### src/pdc_map.vh
/*
  Register map, field layout, reset values and widths of the port data and
  pull-up control block.
  Assumes it is included by bare name from the design files of this block.
*/
`ifndef PDC_MAP_VH
`define PDC_MAP_VH

// Register indices as printed; the byte address is four times the index
`define PDC_IDX_OUTPUT_LATCH   32'hFFFE3982
`define PDC_IDX_PIN_LEVELS     32'hFFFE399E
`define PDC_IDX_PULLUP_ENABLE  32'hFFFE3990

// Index bits that the decoder compares (index bits [9:0])
`define PDC_IDX_DEC_MSB        9
`define PDC_IDX_DEC_LSB        0

// APB address bits that carry those index bits
`define PDC_ADDR_DEC_MSB       11
`define PDC_ADDR_DEC_LSB       2

// Port geometry
`define PDC_PORT_WIDTH         16
`define PDC_PULLUP_WIDTH       3
`define PDC_BYTE_WIDTH         8

// Reset values
`define PDC_LATCH_RESET        16'h0000
`define PDC_PULLUP_RESET       3'h0
`define PDC_PIN_RESET          16'h0000

// Writable bits of the pull-up register (bits 2..0 only)
`define PDC_PULLUP_WMASK       16'h0007

// Bus word width and strobe width
`define PDC_DATA_WIDTH         32
`define PDC_STRB_WIDTH         4
`define PDC_WORD_ZERO          32'h00000000

`endif

### src/pdc_sync.v
/*
  Two-stage synchroniser for a vector of asynchronous pin levels.
  Assumes each bit is independent; no word coherence across bits is promised.
*/
`timescale 1ns/10ps
module pdc_sync
#(
    parameter WIDTH = 16
)
(
    // Clock and reset
    input  wire             sys_clk,
    input  wire             reset,
    input  wire             ce,
    // Data
    input  wire [WIDTH-1:0] async_in,
    output reg  [WIDTH-1:0] sync_out
);

    reg [WIDTH-1:0] meta;

    // First stage feeds only the second stage, to contain metastability
    always @(posedge sys_clk or posedge reset)
    begin
        if (reset)
        begin
            meta     <= {WIDTH{1'b0}};
            sync_out <= {WIDTH{1'b0}};
        end
        else if (ce)
        begin
            meta     <= async_in;
            sync_out <= meta;
        end
    end

endmodule

### src/pdc_reg16.v
/*
  One 16-bit software register with byte-lane writes and a writable-bit mask.
  Assumes the write pulse lasts one cycle and strobes are sampled with it.
*/
`timescale 1ns/10ps
`include "pdc_map.vh"
module pdc_reg16
#(
    parameter [15:0] RESET_VALUE = 16'h0000,
    parameter [15:0] WRITE_MASK  = 16'hFFFF
)
(
    // Clock and reset
    input  wire        sys_clk,
    input  wire        reset,
    input  wire        ce,
    // Write port
    input  wire        wr_en,
    input  wire [1:0]  byte_en,
    input  wire [15:0] wr_data,
    // Stored value
    output reg  [15:0] q
);

    wire [15:0] lane_mask;
    wire [15:0] next_q;

    // Masked bits never store, so reserved bits stay at their reset value
    assign lane_mask = {{`PDC_BYTE_WIDTH{byte_en[1]}}, {`PDC_BYTE_WIDTH{byte_en[0]}}} & WRITE_MASK;
    assign next_q    = (q & ~lane_mask) | (wr_data & lane_mask);

    // Update on the completing bus cycle only
    always @(posedge sys_clk or posedge reset)
    begin
        if (reset)
            q <= RESET_VALUE;
        else if (ce && wr_en)
            q <= next_q;
    end

endmodule

### src/pdc_port_top.v
/*
  Port D data and pin-level registers and port A upper pull-up control,
  reached over an APB slave with one wait state.
  Assumes the pin-function logic outside supplies a per-pin general-output
  select on sys_clk, and the pad ring resolves pin_out with pin_oe.
*/
// Decided for this implementation: register access over APB.
// What this block does
// - Pull-up on pins A18, A17, A16 follows enable bits 2, 1, 0.
// - Pull-up register bits 15 to 3 read zero; software writes zero there.
// - A general-output pin is driven with its written data bit.
// - A general-output pin reads back the stored latch bit.
// - A general-input pin reads back the sampled pin level.
// - Writes to a general-input pin store but leave the pin undriven.
// - Data register is 16-bit read/write, bit n is pin n, resets zero.
// - Pin-level register is read-only; byte and halfword accesses are accepted.
`timescale 1ns/10ps
`include "pdc_map.vh"
module pdc_port_top
#(
    parameter PORT_WIDTH = `PDC_PORT_WIDTH,
    parameter ADDR_WIDTH = 32
)
(
    // Clock, reset, clock enable
    input  wire                        sys_clk,
    input  wire                        reset,
    input  wire                        ce,
    // APB slave
    input  wire                        psel,
    input  wire                        penable,
    input  wire                        pwrite,
    input  wire [ADDR_WIDTH-1:0]       paddr,
    input  wire [`PDC_DATA_WIDTH-1:0]  pwdata,
    input  wire [`PDC_STRB_WIDTH-1:0]  pstrb,
    output reg  [`PDC_DATA_WIDTH-1:0]  prdata,
    output reg                         pready,
    output reg                         pslverr,
    // Pin function from the multiplexer: 1 = general output, 0 = general input
    input  wire [PORT_WIDTH-1:0]       gpo_select,
    // Port D pins
    input  wire [PORT_WIDTH-1:0]       pin_in,
    output reg  [PORT_WIDTH-1:0]       pin_out,
    output reg  [PORT_WIDTH-1:0]       pin_oe,
    // Port A upper pull-up enables, bit 2 = A18, bit 1 = A17, bit 0 = A16
    output reg  [`PDC_PULLUP_WIDTH-1:0] pullup_on
);

    // Full printed indices; only the decoded low bits are kept on purpose
    localparam [31:0] IDX_LATCH_FULL  = `PDC_IDX_OUTPUT_LATCH;
    localparam [31:0] IDX_LEVELS_FULL = `PDC_IDX_PIN_LEVELS;
    localparam [31:0] IDX_PULLUP_FULL = `PDC_IDX_PULLUP_ENABLE;
    localparam [9:0]  IDX_LATCH       = IDX_LATCH_FULL[`PDC_IDX_DEC_MSB:`PDC_IDX_DEC_LSB];
    localparam [9:0]  IDX_LEVELS      = IDX_LEVELS_FULL[`PDC_IDX_DEC_MSB:`PDC_IDX_DEC_LSB];
    localparam [9:0]  IDX_PULLUP      = IDX_PULLUP_FULL[`PDC_IDX_DEC_MSB:`PDC_IDX_DEC_LSB];

    wire [9:0]            addr_idx;
    wire                  hit_latch;
    wire                  hit_levels;
    wire                  hit_pullup;
    wire                  hit_any;
    wire                  access_wait;
    wire                  access_done;
    wire                  wr_latch;
    wire                  wr_pullup;
    wire [15:0]           latch_q;
    wire [15:0]           pullup_q;
    wire [PORT_WIDTH-1:0] pin_sync;
    reg  [15:0]           data_view;
    reg  [`PDC_DATA_WIDTH-1:0] next_prdata;
    integer               i;

    // Decode on the low index bits only; the block sits in a 4 KB window
    assign addr_idx   = paddr[`PDC_ADDR_DEC_MSB:`PDC_ADDR_DEC_LSB];
    assign hit_latch  = (addr_idx == IDX_LATCH);
    assign hit_levels = (addr_idx == IDX_LEVELS);
    assign hit_pullup = (addr_idx == IDX_PULLUP);
    assign hit_any    = hit_latch | hit_levels | hit_pullup;

    // First access cycle prepares the answer, the second completes it
    assign access_wait = psel & penable & ~pready;
    assign access_done = psel & penable & pready;

    // Writes land only at the completing edge; pin-level writes go nowhere
    assign wr_latch  = access_done & pwrite & hit_latch;
    assign wr_pullup = access_done & pwrite & hit_pullup;

    // Pin levels arrive from outside the clock domain
    pdc_sync #(
        .WIDTH (PORT_WIDTH)
    ) u_pin_sync (
        .sys_clk  (sys_clk),
        .reset    (reset),
        .ce       (ce),
        .async_in (pin_in),
        .sync_out (pin_sync)
    );

    // Output latch: all sixteen bits writable, byte lanes honoured
    pdc_reg16 #(
        .RESET_VALUE (`PDC_LATCH_RESET),
        .WRITE_MASK  (16'hFFFF)
    ) u_latch (
        .sys_clk (sys_clk),
        .reset   (reset),
        .ce      (ce),
        .wr_en   (wr_latch),
        .byte_en (pstrb[1:0]),
        .wr_data (pwdata[15:0]),
        .q       (latch_q)
    );

    // Pull-up enables: only bits 2..0 store, upper bits stay zero
    pdc_reg16 #(
        .RESET_VALUE ({13'h0000, `PDC_PULLUP_RESET}),
        .WRITE_MASK  (`PDC_PULLUP_WMASK)
    ) u_pullup (
        .sys_clk (sys_clk),
        .reset   (reset),
        .ce      (ce),
        .wr_en   (wr_pullup),
        .byte_en (pstrb[1:0]),
        .wr_data (pwdata[15:0]),
        .q       (pullup_q)
    );

    // Per-pin read view: outputs read the latch, inputs read the pin
    always @*
    begin
        data_view = 16'h0000;
        for (i = 0; i < PORT_WIDTH; i = i + 1)
        begin
            if (gpo_select[i])
                data_view[i] = latch_q[i];
            else
                data_view[i] = pin_sync[i];
        end
    end

    // Read mux; narrow registers sit in the low bits, the rest reads zero
    always @*
    begin
        next_prdata = `PDC_WORD_ZERO;
        if (!pwrite)
        begin
            if (hit_latch)
                next_prdata[15:0] = data_view;
            else if (hit_levels)
                next_prdata[PORT_WIDTH-1:0] = pin_sync;
            else if (hit_pullup)
                next_prdata[15:0] = pullup_q;
        end
    end

    // Bus answer: registered, one wait state, error on unmapped address
    always @(posedge sys_clk or posedge reset)
    begin
        if (reset)
        begin
            prdata  <= `PDC_WORD_ZERO;
            pready  <= 1'b0;
            pslverr <= 1'b0;
        end
        else if (ce)
        begin
            if (access_wait)
            begin
                pready  <= 1'b1;
                pslverr <= ~hit_any;
                prdata  <= next_prdata;
            end
            else
            begin
                pready  <= 1'b0;
                pslverr <= 1'b0;
                prdata  <= `PDC_WORD_ZERO;
            end
        end
    end

    // Pad drive: only general-output pins are enabled, so a stored write
    // on an input pin has no effect on the wire
    always @(posedge sys_clk or posedge reset)
    begin
        if (reset)
        begin
            pin_out   <= `PDC_PIN_RESET;
            pin_oe    <= `PDC_PIN_RESET;
            pullup_on <= `PDC_PULLUP_RESET;
        end
        else if (ce)
        begin
            pin_out   <= latch_q[PORT_WIDTH-1:0];
            pin_oe    <= gpo_select;
            pullup_on <= pullup_q[`PDC_PULLUP_WIDTH-1:0];
        end
    end

endmodule

### config.mk
export PLATFORM = sky130hd
export DESIGN_NAME = pdc_port_top
export DESIGN_NICKNAME = d
export VERILOG_FILES = /design/src/pdc_sync.v /design/src/pdc_reg16.v /design/src/pdc_port_top.v
export VERILOG_INCLUDE_DIRS = /design/src
export SDC_FILE = /design/constraint.sdc
export NUM_CORES = 1
export LEC_CHECK = 0
export BUFFER_PORTS_ARGS = -buffer_cell sky130_fd_sc_hd__buf_2
export CAP_MARGIN = 0
export CORE_ASPECT_RATIO = 1.75
export CORE_MARGIN = 3
export CORE_UTILIZATION = 54
export DETAILED_ROUTE_END_ITERATION = 10
export PLACE_DENSITY = 0.86
export REMOVE_ABC_BUFFERS = 1
export SLEW_MARGIN = 10
export SYNTH_ARGS = -nofsm -noshare
export SYNTH_HDL_FRONTEND = slang
export SYNTH_HIERARCHICAL = 1
export SYNTH_SLANG_ARGS = --single-unit
export TNS_END_PERCENT = 100
### constraint.sdc
create_clock -name sys_clk -period 2.7 [get_ports sys_clk]
set_input_delay 0.27 -clock sys_clk [delete_from_list [all_inputs] [get_ports sys_clk]]
set_output_delay 0.27 -clock sys_clk [all_outputs]
set_load 0.02 [all_outputs]
==> results of run 1 <==
## final timing paths
check / cells past startpoint / to / start
max in group asynchronous: 4 / u_pin_sync/sync_out[5] / reset
hold / removal: 2 / u_pin_sync/meta[14] / pin_in[14]
hold reg to reg: 2 / pslverr / pslverr
setup / recovery: 6 / prdata[1] / paddr[11]
min in group asynchronous: 3 / async pin / reset
setup reg to reg: 4 / flop / pready
## critical path, stage by stage
cell and delay, ns:
buf_2 0.11, or3b_4 0.43, nor3_4 0.44, buf_4 0.27
a221o_1 0.17, a32o_2 0.19
## final cells by class
class / count / area [sq um] / share of cell area [%]
well taps: 117 / 146 / 2.55
clock buffers: 9 / 225 / 3.93
inverters: 5 / 18.8 / 0.327
clock inverters: 7 / 103 / 1.79
multi-input cells: 204 / 1970 / 34.3
flip-flops and latches: 104 / 2600 / 45.4
repair buffers: 128 / 671 / 11.7
## power breakdown
group | total [uW] | leakage (uW) | switching, uW | internal (uW)
Clock | 1390 | 0.000157 | 573 | 822
Combinational | 386 | 0.00154 | 197 | 190
Sequential | 1700 | 0.00134 | 58.9 | 1640
## cell usage in the layout (no fill, tap or decap), types with 2 or more instances in the layout
master,instances
a221o_1,12
a221o_2,4
a32o_1,6
a32o_2,10
buf_2,117
buf_4,10
bufinv_16,2
clkbuf_16,9
clkinv_4,2
conb_1,29
dfrtp_1,104
inv_1,3
inv_2,2
inv_6,2
mux2_2,56
mux2_4,30
mux2i_1,16
nand2_1,18
nand3_2,3
nor3_4,2
nor4_1,2
## per-layer routing
layer,wire length [microns],global-route usage [%],vias to the layer above
met3,533,4.18,8
met1,3800,24.7,1568
met2,5920,39.1,98
met5,0,0,-
li1,-,-,1408
met4,119,7.13,0
## through the flow
| stage | utilization, % | hold WS [ns] | power [uW] | instances |
|---|---|---|---|---|
| 2_1_floorplan | - | 0.0236 | 1950 | 313 |
| 3_3_place_gp | 61.8 | 0.173 | 2100 | 557 |
| 3_5_place_dp | 61.8 | 0.184 | 2120 | 557 |
| 4_1_cts | 65.7 | 0.145 | 3520 | 574 |
| 5_1_grt | 65.7 | 0.143 | 3630 | 574 |
| 6_report | 65.7 | 0.154 | 3480 | 574 |
## cell families (layout without fill, tap and decap cells)
group                  after synthesis  after routing  synth area share (%)
AO/OA/AOI/OAI                       35             35                  7.39
buffers and inverters               51            149                  8.16
flip-flops                         104            104                  53.5
multiplexers                       102            102                  25.5
other                                2             29                 0.154
AND/OR/NAND/NOR                     38             38                  5.25
## repair_timing
| item | in CTS | in global routing |
|---|---|---|
| buffers inserted | 0 | 0 |
| endpoints found under the hold margin | 21 | 0 |
| hold buffers | 1 | 0 |
==> out/results.txt, run 1 <==
cts repair resizes = 0
RSZ-0062 raised after global routing = no
pin slew with the least headroom to its limit = 0.796 ns
Synth Warn # = 6
synthesized area = 4860 sq um
Mapped Avg Cell Area = 14.6 sq um
chip width = 77.7 microns
gr usage total = 21.5%
CTS Sinks = 104
initial core utilization = 55.7%
Max-Cap Viols = 0
gpl congestion = 0.752
Netlist cell types = 36
nature of the critical path endpoint = flop
CTS clk-pin slew, worst paths = 0.07 ns
number of CTS-inserted buffers = 9
Area Growth Syn to Fin = 18.0%
Worst-Skew Late Latency = 0.34 ns
io pins = 175
Nets = 558
most frequent cell after synthesis = dfrtp_1
WL per Instance = 18.1 microns
post-route worst setup slack = 1.09 ns
via count = 3082
FILL cells = 630
clock buffer depth = 2
initial DRC count = 151
area leader, netlist = dfrtp_1
layout cells sized above 1 = 55.4%
Synth Flop Type = dfrtp_1
PD cells = 607 nW/um^2
Area contributors post-synth = dfrtp_1 54%, mux2_2 13%, mux2_4 9.3%
number of flops mapped to enable cells by yosys = 0
Die Footprint = 10200 sq um
root buf cell = clkbuf_16
HPWL after DPL = 7.68 mm
Relative slew margins = 46.9%
Layout Skew = 0.00671 ns
outcome = completed
Hold WC Path Type = in -> reg
R2R setup slack = 1.15 ns
cell count after synthesis = 332
Place WS = 0.786 ns
register area share after synthesis = 53.5%
Fin. Hold Viols = 0
post-route ant nets = 0
CP Class = in -> reg
top post-synthesis cells by count = 104 x dfrtp_1, 56 x mux2_2, 31 x buf_4
largest net degree at the start of global routing = 43
Final Critical Period = 1.61 ns
total grt overflow = 0
H-Tree Depth = 3
die outline height = 132 microns
share of the synthesized area in the top cell type = 53.5%
CORE AREA = 8730 sq um
signal arrival time at the worst endpoint = 1.88 ns
final instance area = 5740 sq um
worst path required time = 2.98 ns
TNS Setup = 0 ns
final setup violation count = 0
leakage = 0.00304 uW
Async SR Flop Fraction = 100%
post-DR vias/cell = 5.37
# port buffers = 118
Worst Setup Start Kind = input pin
final WL = 10.4 mm
peak supply drop = 0.381 mV
Slew Limit Fails = 0
vias in the first global route = 3343
Tcrit/Tclk final = 59.5%
FMAX = 0.623 GHz
Placed Area = 5400 sq um
CTS tree = yes
# rows = 45
Detailed Routing Iterations Pass 1 = 4
Yosys reg bits = 104
n_diodes = 0
Residual DRC = 0
first-pass GRT wire length = 17.0 mm
initial antenna violation count = 0
CP Max Fanout = 9
Power figures use the tool's default switching activity.
==> run 2: changes to the inputs <==
--- a/config.mk
+++ b/config.mk
@@ -10,9 +10,9 @@
 export CAP_MARGIN = 0
 export CORE_ASPECT_RATIO = 1.75
 export CORE_MARGIN = 3
-export CORE_UTILIZATION = 54
+export CORE_UTILIZATION = 45
 export DETAILED_ROUTE_END_ITERATION = 10
-export PLACE_DENSITY = 0.86
+export PLACE_DENSITY = 0.76
 export REMOVE_ABC_BUFFERS = 1
 export SLEW_MARGIN = 10
 export SYNTH_ARGS = -nofsm -noshare
==> constraint.sdc (replaced) <==
create_clock -name sys_clk -period 1.3 [get_ports sys_clk]
set_input_delay 0.13 -clock sys_clk [delete_from_list [all_inputs] [get_ports sys_clk]]
set_output_delay 0.13 -clock sys_clk [all_outputs]
set_load 0.02 [all_outputs]
==> out/results.txt, run 2 (synthesis results as in run 1) <==
CORE AREA = 10400 sq um
crit path cell chain = buf_4 -> nand3b_1 -> nor3_4 -> buf_12 -> a32o_1
Die Footprint = 12100 sq um
initial DRC count = 141
gpl congestion = 0.842
largest net degree at the start of global routing = 54
FMAX = 0.733 GHz
Residual DRC = 0
Worst Setup Start Kind = flop
number of CTS-inserted buffers = 9
H-Tree Depth = 3
peak supply drop = 0.717 mV
RSZ-0062 raised after global routing = yes
total grt overflow = 0
clock buffer depth = 2
final instance area = 5950 sq um
initial antenna violation count = 1
CTS Sinks = 104
Tcrit/Tclk final = 105%
root buf cell = clkbuf_16
WHS = 0.0228 ns
vias in the first global route = 3353
switching part of the total = 23.7%
# port buffers = 118
Fin. Hold Viols = 0
combinational power share = 12.6%
Max-Cap Viols = 0
Hold WC Path Type = in -> reg
Worst-Skew Late Latency = 0.34 ns
HPWL after DPL = 8.45 mm
Worst Hold Launch = pin_in[2]
Final Critical Period = 1.36 ns
# rows = 49
area of the multi-input gates = 1990 sq um
CP Max Fanout = 12
Pint = 5220 uW
Area Growth Syn to Fin = 22.4%
initial core utilization = 46.7%
Post-Place Cells = 590
CP Class = reg -> reg
CTS tree = yes
CP max stage delay = 0.38 ns
signal arrival time at the worst endpoint = 1.64 ns
Net Switching = 1620 uW
Sequential Power Share = 51.8%
Util after Layout = 57.1%
failing checks = setup timing
worst path required time = 1.57 ns
final setup violation count = 28
nature of the critical path endpoint = flop
via count = 3244
Nets = 581
io pins = 175
CP max stage cell = dfrtp_1
layout cells sized above 1 = 57.7%
reg2reg start = pready
Placed Area = 5650 sq um
die outline height = 144 microns
Detailed Routing Iterations Pass 1 = 4
final WL = 11.3 mm
post-route worst setup slack = -0.0640 ns
chip width = 84.6 microns
FILL cells = 903
CTS clk-pin slew, worst paths = 0.06 ns
leakage = 0.00316 uW
register area = 2600 sq um
Slew Limit Fails = 0
Layout Skew = 0.00686 ns
first-pass GRT wire length = 17.8 mm
commonest cells after routing, fill and taps aside = 117 x buf_2, 104 x dfrtp_1, 56 x mux2_2
Setup crit start = pready
commonest non-fill, non-tap cell in the layout = buf_2
post-route ant nets = 0
post-DR vias/cell = 5.35
outcome = finished, violations left
Clock Power Share = 35.6%
fin cells = 606
gr usage total = 19.0%
PD cells = 1150 nW/um^2
WL per Instance = 18.7 microns
Place WS = -0.316 ns
run 2: cell count changes in the layout (fill, tap and decap cells not counted), moves of 2 or more:
cell       delta
bufinv_16     -2
buf_4        +16
inv_6         -2
diode_2       +2
clkbuf_8      +2
buf_6         +2
clkinv_4      -2
buf_12        +5
run 2: power by group through the flow:
stage | registers, uW | clock network, uW | logic (uW)
2_1_floorplan | 3630 | 0 | 423
3_3_place_gp | 3580 | 0 | 836
3_5_place_dp | 3600 | 0 | 857
4_1_cts | 3540 | 2520 | 866
5_1_grt | 3560 | 2660 | 925
6_report | 3540 | 2440 | 861
run 2: path summary, 6_finish.rpt:
| path | end | slack [ns] | depth (start not counted) |
|---|---|---|---|
| max | prdata[13] | -0.06 | 5 |
| min | u_pin_sync/meta[2] | 0.02 | 2 |
| max reg2reg | prdata[13] | -0.06 | 5 |
| min reg2reg | prdata[10] | 0.49 | 1 |
| max in group asynchronous | u_pin_sync/meta[10] | 0.49 | 4 |
| min in group asynchronous | async pin | 0.23 | 3 |
run 2: per-stage QoR:
step | TNS, ns | total power, uW
floorplan | -16.39 | 4060
global placement | -6.99 | 4420
detailed placement | -9.10 | 4450
CTS | -1.04 | 6920
global route | -2.69 | 7140
finish | -1.09 | 6840
run 2: final cells by class:
| class | count | area share [%] |
|---|---|---|
| Clock inverter | 1 | 0.0841 |
| Tap cell | 127 | 2.67 |
| Multi-Input combinational cell | 204 | 33.5 |
| Clock buffer | 12 | 4.31 |
| Inverter | 5 | 0.315 |
| Antenna cell | 2 | 0.0841 |
| Sequential cell | 104 | 43.7 |
| Timing Repair Buffer | 151 | 15.3 |
run 2: timing repair:
action | 4_1_cts | 5_1_grt
setup endpoints to repair | 35 | 36
pin swaps | 1 | 0
hold buffers | 1 | 0
setup buffers | 0 | 0
gates resized for setup | 4 | 2
endpoints found under the hold margin | 104 | 0
run 2: critical path, delay by kind of cell, from the launching register on:
family,cells,cell delay (ns)
DFF,1,0.38
AOI/OAI and AO/OA,1,0.17
and+or+nand+nor,2,0.42
buffers and inverters,2,0.32
run 2: routing by layer:
layer	wire, microns	global-route usage, %	vias up	part of all wire, %
li1	-	-	1459	-
met1	4370	22.5	1666	39
met4	238	8.34	0	2.1
met2	6240	34.0	104	55
met5	0	0	-	0
met3	474	2.87	15	4.2
